**config.mk**
```make
export PLATFORM = sky130hd
export DESIGN_NAME = bdcs_regs
export DESIGN_NICKNAME = d
export VERILOG_FILES = /design/src/inc/bdcs_pkg.sv /design/src/hdl/bdcs_watchdog.sv /design/src/hdl/bdcs_regs.sv
export SDC_FILE = /design/constraint.sdc
export NUM_CORES = 1
export LEC_CHECK = 0
export BUFFER_PORTS_ARGS = -buffer_cell sky130_fd_sc_hd__buf_4
export CELL_PAD_IN_SITES_DETAIL_PLACEMENT = 1
export CELL_PAD_IN_SITES_GLOBAL_PLACEMENT = 2
export CORE_MARGIN = 2
export CORE_UTILIZATION = 39
export CTS_BUF_LIST = sky130_fd_sc_hd__clkbuf_8
export CTS_CLUSTER_DIAMETER = 120
export DETAILED_ROUTE_END_ITERATION = 12
export GPL_ROUTABILITY_DRIVEN = 0
export HOLD_SLACK_MARGIN = 0.08
export PLACE_DENSITY_LB_ADDON = 0.1
export SETUP_SLACK_MARGIN = 0.15
export SYNTH_ARGS = -nofsm -noshare
export SYNTH_HDL_FRONTEND = slang
export SYNTH_SLANG_ARGS = --single-unit
```
**constraint.sdc**
```tcl
create_clock -name ref_clk_i -period 4.5 [get_ports ref_clk_i]
set_input_delay 0.45 -clock ref_clk_i [delete_from_list [all_inputs] [get_ports ref_clk_i]]
set_output_delay 0.45 -clock ref_clk_i [all_outputs]
set_load 0.01 [all_outputs]
```
**src/inc/bdcs_pkg.sv**
```systemverilog
// Constants, command codes and state type of the board control and status register set.
// Assumes a single 20 MHz clock domain; shared by the register set and its watchdog.
package bdcs_pkg;

	// ----------------------------------------------------------------
	// Bus addressing and command codes
	// ----------------------------------------------------------------
	// Device identifier in its 8-bit write form; bits 7:1 are the 7-bit address.
	localparam logic [7:0] DEV_ADDR = 8'h5C;
	localparam logic [7:0] CMD_CONTROL_WRITE = 8'hA0; // Write-only control.
	localparam logic [7:0] CMD_CONTROL_READBACK = 8'hA1; // Read-only control.
	localparam logic [7:0] CMD_STATUS_FIRST_CLEAR = 8'hB0; // Write clears status 0.
	localparam logic [7:0] CMD_STATUS_FIRST_READ = 8'hB1; // Read status 0.
	localparam logic [7:0] CMD_STATUS_SECOND_CLEAR = 8'hB2; // Write clears status 1.
	localparam logic [7:0] CMD_STATUS_SECOND_READ = 8'hB3; // Read status 1.
	localparam logic [7:0] CMD_LOGIC_REVISION = 8'hC1; // Read revision.
	// Value returned for any read command that is not mapped.
	localparam logic [7:0] UNMAPPED_DATA = 8'hFF;

	// ----------------------------------------------------------------
	// Register fields and reset values
	// ----------------------------------------------------------------
	localparam logic [7:0] CONTROL_RESET = 8'h00;
	localparam logic [7:0] STATUS_RESET = 8'h00;
	localparam int CTRL_FULL_RESET_BIT = 0;
	localparam int CTRL_PG_LED_BIT = 1;
	localparam int CTRL_RETRIGGER_BIT = 2;
	localparam int CTRL_WDG_SEL_LSB = 3; // Two-bit field at 4:3.
	localparam int CTRL_HANDLE_MODE_BIT = 5;
	localparam int CTRL_HANDLE_DISABLE_BIT = 6;
	localparam int CTRL_GP_LED_BIT = 7;
	localparam int ST1_ARMED_BIT = 7;
	localparam int ST1_WDG_RESET_BIT = 6;
	localparam int ST1_HALF_BIT = 5;
	localparam int ST1_POWER_FAIL_W = 5; // Sticky power-fail flags at 4:0.

	// ----------------------------------------------------------------
	// Timing
	// ----------------------------------------------------------------
	localparam int CLK_HZ = 20_000_000;
	localparam int TICK_TIME_US = 1000; // Watchdog time base, 1 ms.
	localparam int TICK_CYCLES = CLK_HZ / 1_000_000 * TICK_TIME_US;
	localparam int TICKS_PER_S = 1_000_000 / TICK_TIME_US;
	localparam int WDG_TIME0_S = 2;
	localparam int WDG_TIME1_S = 10;
	localparam int WDG_TIME2_S = 50;
	localparam int WDG_TIME3_S = 250;
	localparam int WDG_CNT_W = 18; // Holds 250 s in 1 ms ticks.
	localparam int TICK_CNT_W = 24;

	// ----------------------------------------------------------------
	// Serial slave states
	// ----------------------------------------------------------------
	typedef enum logic [2:0] {ST_IDLE, ST_RX, ST_ACK, ST_TX, ST_MACK} bdcs_state_type;

endpackage

```
**src/hdl/bdcs_watchdog.sv**
```systemverilog
// Watchdog of the register set: armed by any change of the retrigger bit.
// Assumes a one-cycle tick enable every watchdog time base from the parent.
`timescale 1ns/1ps
`default_nettype none

module bdcs_watchdog (
	// Clock and resets.
	input wire logic ref_clk_i,
	input wire logic rst_i,
	input wire logic sys_rst_i,
	// Control from the register set.
	input wire logic tick_i,
	input wire logic retrigger_i,
	input wire logic [1:0] sel_i,
	// Status back to the register set.
	output logic armed_o,
	output logic half_o,
	output logic expire_o
);

	// ----------------------------------------------------------------
	// Timeout limit in ticks
	// ----------------------------------------------------------------
	// Field bits are read as {first, second}: 00 2 s, 10 10 s, 01 50 s, 11 250 s.
	function automatic logic [bdcs_pkg::WDG_CNT_W-1:0] wdg_limit(input logic [1:0] sel);
		int secs;
		unique case (sel)
			2'h0: secs = bdcs_pkg::WDG_TIME0_S;
			2'h2: secs = bdcs_pkg::WDG_TIME1_S;
			2'h1: secs = bdcs_pkg::WDG_TIME2_S;
			2'h3: secs = bdcs_pkg::WDG_TIME3_S;
		endcase
		return bdcs_pkg::WDG_CNT_W'(secs * bdcs_pkg::TICKS_PER_S);
	endfunction

	logic armed; // Watchdog running.
	logic retrig_q; // Last seen retrigger bit, for change detection.
	logic [bdcs_pkg::WDG_CNT_W-1:0] count; // Elapsed ticks since last retrigger.
	logic expire; // One-cycle timeout pulse.
	logic next_armed;
	logic next_retrig_q;
	logic [bdcs_pkg::WDG_CNT_W-1:0] next_count;
	logic next_expire;
	logic [bdcs_pkg::WDG_CNT_W-1:0] limit;

	// ----------------------------------------------------------------
	// Next-state logic
	// ----------------------------------------------------------------
	// A system reset disarms; any change of the bit arms and restarts the count.
	always_comb begin
		limit = wdg_limit(sel_i);
		next_retrig_q = retrigger_i;
		next_armed = armed;
		next_count = count;
		next_expire = 1'b0;
		if (sys_rst_i) begin
			next_armed = 1'b0;
			next_count = '0;
		end else if (retrigger_i != retrig_q) begin
			next_armed = 1'b1;
			next_count = '0;
		end else if (armed && tick_i) begin
			// Comparing against the live limit means a shorter selection takes effect at once.
			if (count + 1'b1 >= limit) begin
				next_expire = 1'b1;
				next_armed = 1'b0;
				next_count = '0;
			end else begin
				next_count = count + 1'b1;
			end
		end
	end

	// Registers only.
	always_ff @(posedge ref_clk_i or posedge rst_i) begin
		if (rst_i) begin
			armed <= 1'b0;
			retrig_q <= 1'b0;
			count <= '0;
			expire <= 1'b0;
		end else begin
			armed <= next_armed;
			retrig_q <= next_retrig_q;
			count <= next_count;
			expire <= next_expire;
		end
	end

	assign armed_o = armed;
	assign half_o = armed && (count >= (limit >> 1));
	assign expire_o = expire;

endmodule

`default_nettype wire

```
**src/hdl/bdcs_regs.sv**
```systemverilog
// Board control and status register set, an SMBus byte-data slave.
// Assumes SMBus pins from outside the clock domain and an external open-drain wire.
// Operation
// - Answer only at device identifier 0x5C.
// - Command A0 write loads control register.
// - Command A1 read returns control register.
// - Command B0 write clears first status.
// - Command B1 read returns first status.
// - Command B2 write clears second status.
// - Command B3 read returns second status.
// - Command C1 read returns fixed revision.
// - Accesses use SMBus byte-data command format.
// - Timeout field selects 2, 10, 50, 250 s.
// - Watchdog idle after reset, arms on edge.
// - Reset-cause flags sticky, cleared by write.
// - Control bit 0 forces full reset.
`timescale 1ns/1ps
`default_nettype none

module bdcs_regs #(
	parameter int TICK_CYCLES = bdcs_pkg::TICK_CYCLES,
	parameter logic [7:0] REVISION = 8'h01 // Arbitrary revision value.
) (
	// Clock and power-on reset.
	input wire logic ref_clk_i,
	input wire logic rst_i,
	// Board system reset, active low, from a pin.
	input wire logic sys_rst_n_i,
	// SMBus pins, open drain.
	input wire logic scl_i,
	input wire logic sda_i,
	output logic sda_o,
	output logic sda_oe_o,
	// Power-fail causes from the supply monitors.
	input wire logic [7:0] power_fail_first_i,
	input wire logic [4:0] power_fail_second_i,
	// Board controls.
	output logic full_reset_o,
	output logic gp_led_o,
	output logic pg_led_blink_o,
	output logic handle_disable_o,
	output logic handle_reset_mode_o
);

	// ----------------------------------------------------------------
	// Pin synchronisers
	// ----------------------------------------------------------------
	localparam int SW = 16; // scl, sda, sys reset, 13 power-fail lines.
	logic [SW-1:0] sync1; // First stage, read only by sync2.
	logic [SW-1:0] sync2;
	logic [SW-1:0] sync3;
	logic [SW-1:0] filt; // Accepted levels.
	logic [SW-1:0] next_filt;
	logic scl_q; // Previous accepted scl, for edges.
	logic sda_q;

	// A bit is accepted only when stages two and three agree, which rejects one-cycle glitches.
	always_comb begin
		for (int i = 0; i < SW; i++) begin
			next_filt[i] = (sync2[i] == sync3[i]) ? sync3[i] : filt[i];
		end
	end

	// Pins idle high except the fail lines; reset values match the idle bus.
	always_ff @(posedge ref_clk_i or posedge rst_i) begin
		if (rst_i) begin
			sync1 <= 16'h0007;
			sync2 <= 16'h0007;
			sync3 <= 16'h0007;
			filt <= 16'h0007;
			scl_q <= 1'b1;
			sda_q <= 1'b1;
		end else begin
			sync1 <= {power_fail_second_i, power_fail_first_i, sys_rst_n_i, sda_i, scl_i};
			sync2 <= sync1;
			sync3 <= sync2;
			filt <= next_filt;
			scl_q <= filt[0];
			sda_q <= filt[1];
		end
	end

	logic scl;
	logic sda;
	logic sys_rst;
	logic [7:0] pf_first;
	logic [4:0] pf_second;
	logic scl_rise;
	logic scl_fall;
	logic start_cond;
	logic stop_cond;
	assign scl = filt[0];
	assign sda = filt[1];
	assign sys_rst = ~filt[2];
	assign pf_first = filt[10:3];
	assign pf_second = filt[15:11];
	assign scl_rise = scl & ~scl_q;
	assign scl_fall = ~scl & scl_q;
	assign start_cond = scl & scl_q & sda_q & ~sda;
	assign stop_cond = scl & scl_q & ~sda_q & sda;

	// ----------------------------------------------------------------
	// Watchdog time base and watchdog
	// ----------------------------------------------------------------
	logic [bdcs_pkg::TICK_CNT_W-1:0] tick_cnt;
	logic tick;
	logic wdg_armed;
	logic wdg_half;
	logic wdg_expire;
	logic [7:0] control; // Control register.

	// Free-running divider giving a one-cycle enable every time base.
	always_ff @(posedge ref_clk_i or posedge rst_i) begin
		if (rst_i) begin
			tick_cnt <= '0;
		end else if (tick) begin
			tick_cnt <= '0;
		end else begin
			tick_cnt <= tick_cnt + 1'b1;
		end
	end
	assign tick = (tick_cnt == bdcs_pkg::TICK_CNT_W'(TICK_CYCLES - 1));

	bdcs_watchdog u_watchdog (
		.ref_clk_i(ref_clk_i),
		.rst_i(rst_i),
		.sys_rst_i(sys_rst),
		.tick_i(tick),
		.retrigger_i(control[bdcs_pkg::CTRL_RETRIGGER_BIT]),
		.sel_i(control[bdcs_pkg::CTRL_WDG_SEL_LSB +: 2]),
		.armed_o(wdg_armed),
		.half_o(wdg_half),
		.expire_o(wdg_expire)
	);

	// ----------------------------------------------------------------
	// Serial slave and registers
	// ----------------------------------------------------------------
	bdcs_pkg::bdcs_state_type state;
	bdcs_pkg::bdcs_state_type next_state;
	logic [7:0] shift; // Receive and transmit shift register.
	logic [7:0] next_shift;
	logic [3:0] bit_cnt; // Bits done in the current byte.
	logic [3:0] next_bit_cnt;
	logic [1:0] byte_idx; // 0 address, 1 command, 2 data.
	logic [1:0] next_byte_idx;
	logic reading; // Address byte carried the read bit.
	logic next_reading;
	logic [7:0] command; // Latched command code.
	logic [7:0] next_command;
	logic sda_low; // Slave pulls sda low.
	logic next_sda_low;
	logic [7:0] next_control;
	logic [7:0] status_first; // Sticky power-fail causes.
	logic [7:0] next_status_first;
	logic [7:0] status_second_sticky; // Only the sticky bits 6 and 4:0 are held.
	logic [7:0] next_status_second_sticky;
	logic wdg_fired; // Watchdog reset held until the system reset arrives.
	logic next_wdg_fired;
	logic [7:0] status_second;
	logic [7:0] read_data;

	// Live watchdog bits join the sticky bits on read.
	always_comb begin
		status_second = status_second_sticky;
		status_second[bdcs_pkg::ST1_ARMED_BIT] = wdg_armed;
		status_second[bdcs_pkg::ST1_HALF_BIT] = wdg_half;
	end

	// Read multiplexer; reads never alter any flag.
	always_comb begin
		unique case (command)
			bdcs_pkg::CMD_CONTROL_READBACK: read_data = control;
			bdcs_pkg::CMD_STATUS_FIRST_READ: read_data = status_first;
			bdcs_pkg::CMD_STATUS_SECOND_READ: read_data = status_second;
			bdcs_pkg::CMD_LOGIC_REVISION: read_data = REVISION;
			default: read_data = bdcs_pkg::UNMAPPED_DATA;
		endcase
	end

	// Byte-data protocol: address, command, then either a data byte or a
	// repeated start, address with read bit and one byte sent back.
	always_comb begin
		next_state = state;
		next_shift = shift;
		next_bit_cnt = bit_cnt;
		next_byte_idx = byte_idx;
		next_reading = reading;
		next_command = command;
		next_sda_low = sda_low;
		next_control = control;
		next_wdg_fired = wdg_fired | wdg_expire;
		// New power-fail causes are ORed in after a clear, so a set wins over a clear.
		next_status_first = status_first | pf_first;
		next_status_second_sticky = status_second_sticky
			| {1'b0, wdg_expire, 1'b0, pf_second};
		if (stop_cond) begin
			next_state = bdcs_pkg::ST_IDLE;
			next_sda_low = 1'b0;
		end else if (start_cond) begin
			next_state = bdcs_pkg::ST_RX;
			next_bit_cnt = '0;
			next_byte_idx = '0;
			next_sda_low = 1'b0;
		end else begin
			unique case (state)
				bdcs_pkg::ST_IDLE: begin
					next_sda_low = 1'b0;
				end
				bdcs_pkg::ST_RX: begin
					if (scl_rise) begin
						next_shift = {shift[6:0], sda};
						next_bit_cnt = bit_cnt + 1'b1;
					end else if (scl_fall && bit_cnt == 4'h8) begin
						next_bit_cnt = '0;
						if (byte_idx == 2'h0) begin
							// Other devices share the bus; stay silent for them.
							if (shift[7:1] == bdcs_pkg::DEV_ADDR[7:1]) begin
								next_reading = shift[0];
								next_sda_low = 1'b1;
								next_state = bdcs_pkg::ST_ACK;
							end else begin
								next_state = bdcs_pkg::ST_IDLE;
							end
						end else if (byte_idx == 2'h1) begin
							next_command = shift;
							next_sda_low = 1'b1;
							next_state = bdcs_pkg::ST_ACK;
						end else if (byte_idx == 2'h2) begin
							next_sda_low = 1'b1;
							next_state = bdcs_pkg::ST_ACK;
							unique case (command)
								bdcs_pkg::CMD_CONTROL_WRITE: begin
									next_control = shift;
								end
								bdcs_pkg::CMD_STATUS_FIRST_CLEAR: begin
									next_status_first = pf_first;
								end
								bdcs_pkg::CMD_STATUS_SECOND_CLEAR: begin
									next_status_second_sticky = {1'b0, wdg_expire, 1'b0, pf_second};
								end
								default: begin
									next_control = control;
								end
							endcase
						end else begin
							// Bytes beyond the byte-data format are not acknowledged.
							next_state = bdcs_pkg::ST_IDLE;
						end
					end
				end
				bdcs_pkg::ST_ACK: begin
					if (scl_fall) begin
						if (byte_idx == 2'h0 && reading) begin
							next_shift = read_data;
							next_sda_low = ~read_data[7];
							next_bit_cnt = '0;
							next_state = bdcs_pkg::ST_TX;
						end else begin
							next_sda_low = 1'b0;
							next_byte_idx = (byte_idx == 2'h3) ? byte_idx : byte_idx + 1'b1;
							next_state = bdcs_pkg::ST_RX;
						end
					end
				end
				bdcs_pkg::ST_TX: begin
					if (scl_fall) begin
						next_bit_cnt = bit_cnt + 1'b1;
						next_shift = {shift[6:0], 1'b1};
						next_sda_low = (bit_cnt == 4'h7) ? 1'b0 : ~shift[6];
						if (bit_cnt == 4'h7) begin
							next_state = bdcs_pkg::ST_MACK;
						end
					end
				end
				bdcs_pkg::ST_MACK: begin
					// A master acknowledge repeats the byte; a no-acknowledge ends the read.
					if (scl_rise) begin
						next_state = sda ? bdcs_pkg::ST_IDLE : bdcs_pkg::ST_MACK;
					end else if (scl_fall) begin
						next_shift = read_data;
						next_sda_low = ~read_data[7];
						next_bit_cnt = '0;
						next_state = bdcs_pkg::ST_TX;
					end
				end
			endcase
		end
		// System reset returns the control set to defaults but keeps the causes.
		if (sys_rst) begin
			next_control = bdcs_pkg::CONTROL_RESET;
			next_wdg_fired = 1'b0;
		end
	end

	// Registers only; status survives system resets, only power-on reset or a clear command clears it.
	always_ff @(posedge ref_clk_i or posedge rst_i) begin
		if (rst_i) begin
			state <= bdcs_pkg::ST_IDLE;
			shift <= 8'h00;
			bit_cnt <= 4'h0;
			byte_idx <= 2'h0;
			reading <= 1'b0;
			command <= 8'h00;
			sda_low <= 1'b0;
			control <= bdcs_pkg::CONTROL_RESET;
			status_first <= bdcs_pkg::STATUS_RESET;
			status_second_sticky <= bdcs_pkg::STATUS_RESET;
			wdg_fired <= 1'b0;
			full_reset_o <= 1'b0;
		end else begin
			state <= next_state;
			shift <= next_shift;
			bit_cnt <= next_bit_cnt;
			byte_idx <= next_byte_idx;
			reading <= next_reading;
			command <= next_command;
			sda_low <= next_sda_low;
			control <= next_control;
			status_first <= next_status_first;
			status_second_sticky <= next_status_second_sticky;
			wdg_fired <= next_wdg_fired;
			full_reset_o <= next_control[bdcs_pkg::CTRL_FULL_RESET_BIT] | next_wdg_fired;
		end
	end

	// ----------------------------------------------------------------
	// Outputs
	// ----------------------------------------------------------------
	assign sda_o = 1'b0;
	assign sda_oe_o = sda_low;
	assign gp_led_o = control[bdcs_pkg::CTRL_GP_LED_BIT];
	assign pg_led_blink_o = control[bdcs_pkg::CTRL_PG_LED_BIT];
	assign handle_disable_o = control[bdcs_pkg::CTRL_HANDLE_DISABLE_BIT];
	assign handle_reset_mode_o = control[bdcs_pkg::CTRL_HANDLE_MODE_BIT];

endmodule

`default_nettype wire

```
After elaboration in Yosys (flattened, before gate mapping)
Index checks and enable logic that the tools add are counted.
W data, S select, Z words.
- input bits: 18
- output and inout bits: 7
- flip-flop bits (word level): 164
- muxes and demuxes: 96
- reduce and logical (&&, ||, !) cells: 21
- $mul: 1
- add/subtract/negate cells: 4
- eq/ne operators: 73
- bitwise gates (word level): 21
- order comparisons: 2
- operators with widths (kind ; number):
    $mux W8 ; 34
    $pmux W32 S4 ; 1
    $mux W18 ; 4
    $pmux W8 S4 ; 2
    $eq A8 B8 Y1 const B ; 7
    $mux W3 ; 11
    $mul A32 B8 Y15 const B ; 1
    $mux W4 ; 8
    $ne A4 B4 Y1 const B ; 8
    $ne A2 B2 Y1 const B ; 13
    $add A24 B1 Y24 const B ; 1
    $eq A24 B15 Y1 const B ; 1
    $mux W24 ; 1
    $mux W1 ; 23
    $reduce_and A7 Y1 ; 3
    $add A18 B1 Y18 const B ; 1
    $ge A18 B17 Y1 ; 1
    $ge A18 B18 Y1 ; 1
    $mux W2 ; 9
    $reduce_and A9 Y1 ; 2
    $eq A1 B1 Y1 ; 16
    $pmux W4 S4 ; 1
    $reduce_and A8 Y1 ; 2
    $ne A3 B3 Y1 const B ; 5
    other kinds (31) ; 62

Depth between registers and ports, before layout
- word-level depth: 12
- gate-level depth with buffers: 13
- depth with buffers taken out: 12

Cells and area by module
Synthesis repeated with hierarchy kept, for this count alone.
- cell total of the unflattened synthesis: 696
- area, all modules: 7762.4 um2
- modules (own cells, without submodules) (module ; seq. area each (um2) ; instances ; cells an instance ; area an instance (um2)):
    bdcs_regs ; 3545.9 ; 1 ; 468 ; 5794.3
    bdcs_watchdog ; 525.5 ; 1 ; 228 ; 1968.1

Worst setup path after synthesis
No wires, ideal clock.
- path type: register to register
- start: reg u_watchdog.count[1] in the netlist's numbering
- end: reg u_watchdog.armed (netlist: u_watchdog.armed_o)
- required time: 4.364 ns
- slack: 1.428 ns
- stages on the path, launching flop included: 14
- setup time: 0.136 ns
- data arrival time: 2.936 ns
- cells stage by stage: dfrtp_1 ha_1 and4_4 nand3_1 o21a_1 or2_2 ha_1 nand4_1 nor4b_1 o311a_1 nor3_2 buf_4 o21ai_0 a21oi_1
- cells in the longest elaborated chain, start to end: 4
- RTL lines (what ; RTL line ; source):
    start: declaration ; bdcs_watchdog.sv:38 ; logic [bdcs_pkg::WDG_CNT_W-1:0] count;
    start signal: assignment ; bdcs_watchdog.sv:84 ; count <= next_count;
    $add A18 B1 Y18 ; bdcs_watchdog.sv:64 ; if (count + 1'b1 >= limit) begin
    $ge A18 B18 Y1 ; bdcs_watchdog.sv:64 ;
    $ne A3 B1 Y1 (no source line) ; n/a ;
    $reduce_and A2 Y1 (no source line) ; n/a ;
    end signal: assignment ; bdcs_watchdog.sv:82 ; armed <= next_armed;
    end: declaration ; bdcs_watchdog.sv:36 ; logic armed;
Every way passes these cells.
A chain may end at the register's enable or synchronous reset.

Worst setup path in the final report
- start: reg u_watchdog.count[1] in the netlist's numbering
- end: reg u_watchdog.count[16] in the netlist's numbering
- cells in the longest elaborated chain, start to end: 6
- RTL lines (what ; RTL line ; source):
    $add A18 B1 Y18 (*) ; bdcs_watchdog.sv:64, bdcs_watchdog.sv:69 ;
    $ge A18 B18 Y1 ; bdcs_watchdog.sv:64 ;
    $mux W18 (*) ; bdcs_watchdog.sv:64 ;
    $mux W18 (*) ; bdcs_watchdog.sv:62 ; end else if (armed && tick_i) begin
    $mux W18 (*) ; bdcs_watchdog.sv:59 ; end else if (retrigger_i != retrig_q) begin
    $mux W18 (*) ; bdcs_watchdog.sv:56 ; if (sys_rst_i) begin
Mark *: on every way between the ends. The rest lies on a longest branch, timed or not. The select of a mux whose other input is x is not followed.

==> metrics.md <==
| Metric | Value |
|---|---|
| Inserted Clock Buffers | 17 |
| Die height | 144 um |
| RSZ-0062 raised after global routing | false |
| Relative slew slack | 19.4% |
| Die area | 20800 um2 |
| Share of cells above drive strength 1 | 13.1% |
| CP required | 4.87 ns |
| Routed wire length | 17.8 mm |
| Highest-count cells in the layout ignoring fill and taps | dfrtp_1, nand2_1, nor2_1 |
| Std cell rows | 51 |
| Max Used Layer | met4 |
| FF+latch count, synth | 162 |
| Post-synth top flop | dfrtp_1 |
| Final hold vios | 0 |
| Final setup vio count | 0 |
| Ys Warns | 0 |
| Number of port buffers | 23 |
| Worst hold-check path type | in -> async |
| Max Cap Viol | 0 |
| Pwr Total | 0.00295 W |
| Seq. cell area | 4070 um2 |
| Most common cell after layout, fill and taps aside | dfrtp_1 |
| Final critical-path share of the clock period | 81.7% |
| Top post-synthesis cells by area | dfrtp_1, ha_1, dfstp_2 |
| VDD IR max | 0.257 mV |
| # fillers | 2154 |
| Worst EP arrival | 4.05 ns |
| Post-route cell area | 8660 um2 |
| Post-CTS Resized | 0 |
| Wl on met1 | 8.85 mm |
| CTS tree | done |
| Crit-path slowest cell | nor3_2 |
| Max stage delay on crit path | 0.71 ns |
| Num Clock Sinks | 162 |
| Drt first-iter violations | 273 |
| Syn nets | 756 |
| Worst skew pair latency | 0.46 ns |
| Multi-input gate area | 3390 um2 |
| Starting Density | 39.5% |
| CP Max Fanout | 11 |
| Post-synthesis cell type count | 67 |
| Fin crit period | 3.68 ns |
| Wire length per cell | 17.5 um |
| Reg clk slew, reported paths | 0.11 ns |
| Final Non-Filler Cells | 1019 |
| DIE WIDTH | 144 um |
| Core area | 19400 um2 |
| Achievable Freq | 272 MHz |
| Critical path startpoint category | register |
| Number of vias per cell | 5.33 |
| Top cell type's share of synthesized area | 48.4% |
| TritonRoute pass-1 iters | 5 |
| Vias | 5436 |
| Syn Area/Cell | 11.0 um2 |
| Setup total negative slack | 0 ns |
| Register area share after synthesis | 53.2% |
| Area grow syn2layout | 13.0% |
| Longest Clk Path Bufs | 2 |
| Power Dens Cells | 341 nW/um2 |
| Tot GR Track Use | 18.3% |
| DRC Markers | 0 |
| Slew @ Worst Pin | 1.20 ns |
| # IOs | 25 |
| Met2 WL post-DR | 8.46 mm |
| Total global routing overflow | 0 |
| Placed instance area | 8120 um2 |
| Status | complete, no violations |
| Dpl hpwl | 12.4 mm |
| Placed Cells | 971 |
| ANT cells | 0 |
| Syn Std Cell Area | 7660 um2 |
| Met3 wire length | 301 um |
| Crit-path cells | ha_1 -> and4_4 -> nand3_1 -> o21a_1 -> or2_2 -> ha_1 -> nand4_1 -> nor2_1 -> o311a_1 -> nor3_2 -> o21ai_0 -> a21oi_1 |
| Post-synth top area cell | dfrtp_1 |
| Htree depth | 4 |
| Worst Setup Path Type | reg -> reg |
| First-pass GRT wire length | 29.8 mm |
| Fin util | 44.6% |
| Static leakage | 3.76 nW |
| Initial antenna violation count | 0 |
| Crit path top cell by count | ha_1 |
| Clk_skew | 0.0203 ns |
| Mapped Cells | 699 |
| Fin. max-slew vios | 0 |
| Vias in the first global route | 5766 |
| Total Nets Final | 798 |
| Post-route ant nets | 0 |
| FFs w/ async S/R, synth | 100% |
| Post-synth EDFFs | 0 |
| Pin count of the biggest net entering global routing | 163 |
| CP endpoint kind | register |
| CTS Root Cell | clkbuf_8 |
[final cells by class]
type                    instances  area share (%)
clock buffers                  17            2.70
clock inverters                15            1.68
inverters                      29            1.30
multi-input cells             489            39.2
flip-flops and latches        162            47.0
well taps                     265            3.83
repair buffers                 42            4.25
[timing repair]
| item | CTS | global route |
|---|---|---|
| hold buffers | 15 | 1 |
| buffers inserted | 0 | 0 |
| hold endpoints to repair | 15 | 1 |
[power breakdown]
part / switching (W) / leakage, nW / internal [W]
logic: 0.000158 / 1.57 / 0.000117
registers: 0.0000953 / 2.00 / 0.00154
clock network: 0.000629 / 0.187 / 0.000409
[final timing paths]
kind	cells after the start	slack, ns	end	startpoint
max	12	0.82	u_watchdog.count[16]	u_watchdog.count[1]
min	3	0.26	sync2[4]	rst_i
max reg2reg	12	0.82	u_watchdog.count[16]	u_watchdog.count[1]
min reg2reg	0	0.35	sync2[1]	sync1[1]
max in group asynchronous	3	3.66	u_watchdog.count[7]	rst_i
min in group ref_clk_i	0	0.35	sync2[1]	sync1[1]
[routing by layer]
metal / GRT usage [%] / up-vias
li1: - / 2599
met1: 25.6 / 2771
met2: 29.5 / 54
met3: 3.18 / 12
met4: 5.26 / 0
met5: 0 / -
[worst max-delay path, delay by kind of cell, from the launching register on]
family	cells	cell delay [ns]
compound gates	4	0.85
flops	1	0.43
fa+ha+maj	2	0.55
simple gates	6	1.76
[logic make-up (layout without fill, tap and decap cells)]
| logic type | Yosys count | after routing | synth area share (%) |
|---|---|---|---|
| flops | 162 | 162 | 53.2 |
| simple gates | 252 | 252 | 18.3 |
| mux | 19 | 19 | 2.63 |
| buf+inv | 48 | 103 | 2.55 |
| compound gates | 129 | 129 | 11.1 |
| fa+ha+maj | 56 | 56 | 8.59 |
| other cells | 1 | 1 | 0.0490 |
| xor+xnor | 32 | 32 | 3.66 |
[flip-flops by register name, summed over array words and instances (netlist names), 2 cells and up]
register and count:
state 3, status_second_sticky 6, bit_cnt 4, status_first 8, byte_idx 2, control 8, u_watchdog.count 18, tick_cnt 24
shift 8, sync2 16, command 8, sync1 16, sync3 16, filt 16
[cell usage after synthesis, types with 14 or more instances]
library cell	number
dfrtp_1	148
nand2_1	50
nor2_1	49
ha_1	39
nand3_1	37
inv_1	29
o21ai_0	28
a21oi_1	26
xnor2_1	21
a21o_1	19
maj3_1	17
nand4_1	15
dfstp_2	14
[stage by stage]
stage / setup slack (ns) / hold WS, ns
after floorplan: 1.43 / 0.331
after global placement: 1.00 / 0.332
after detailed placement: 0.850 / 0.336
after CTS: 0.768 / 0.0804
after global routing: 0.505 / 0.283
final: 0.822 / 0.256
Note: power is estimated with default switching activity, not from simulation.
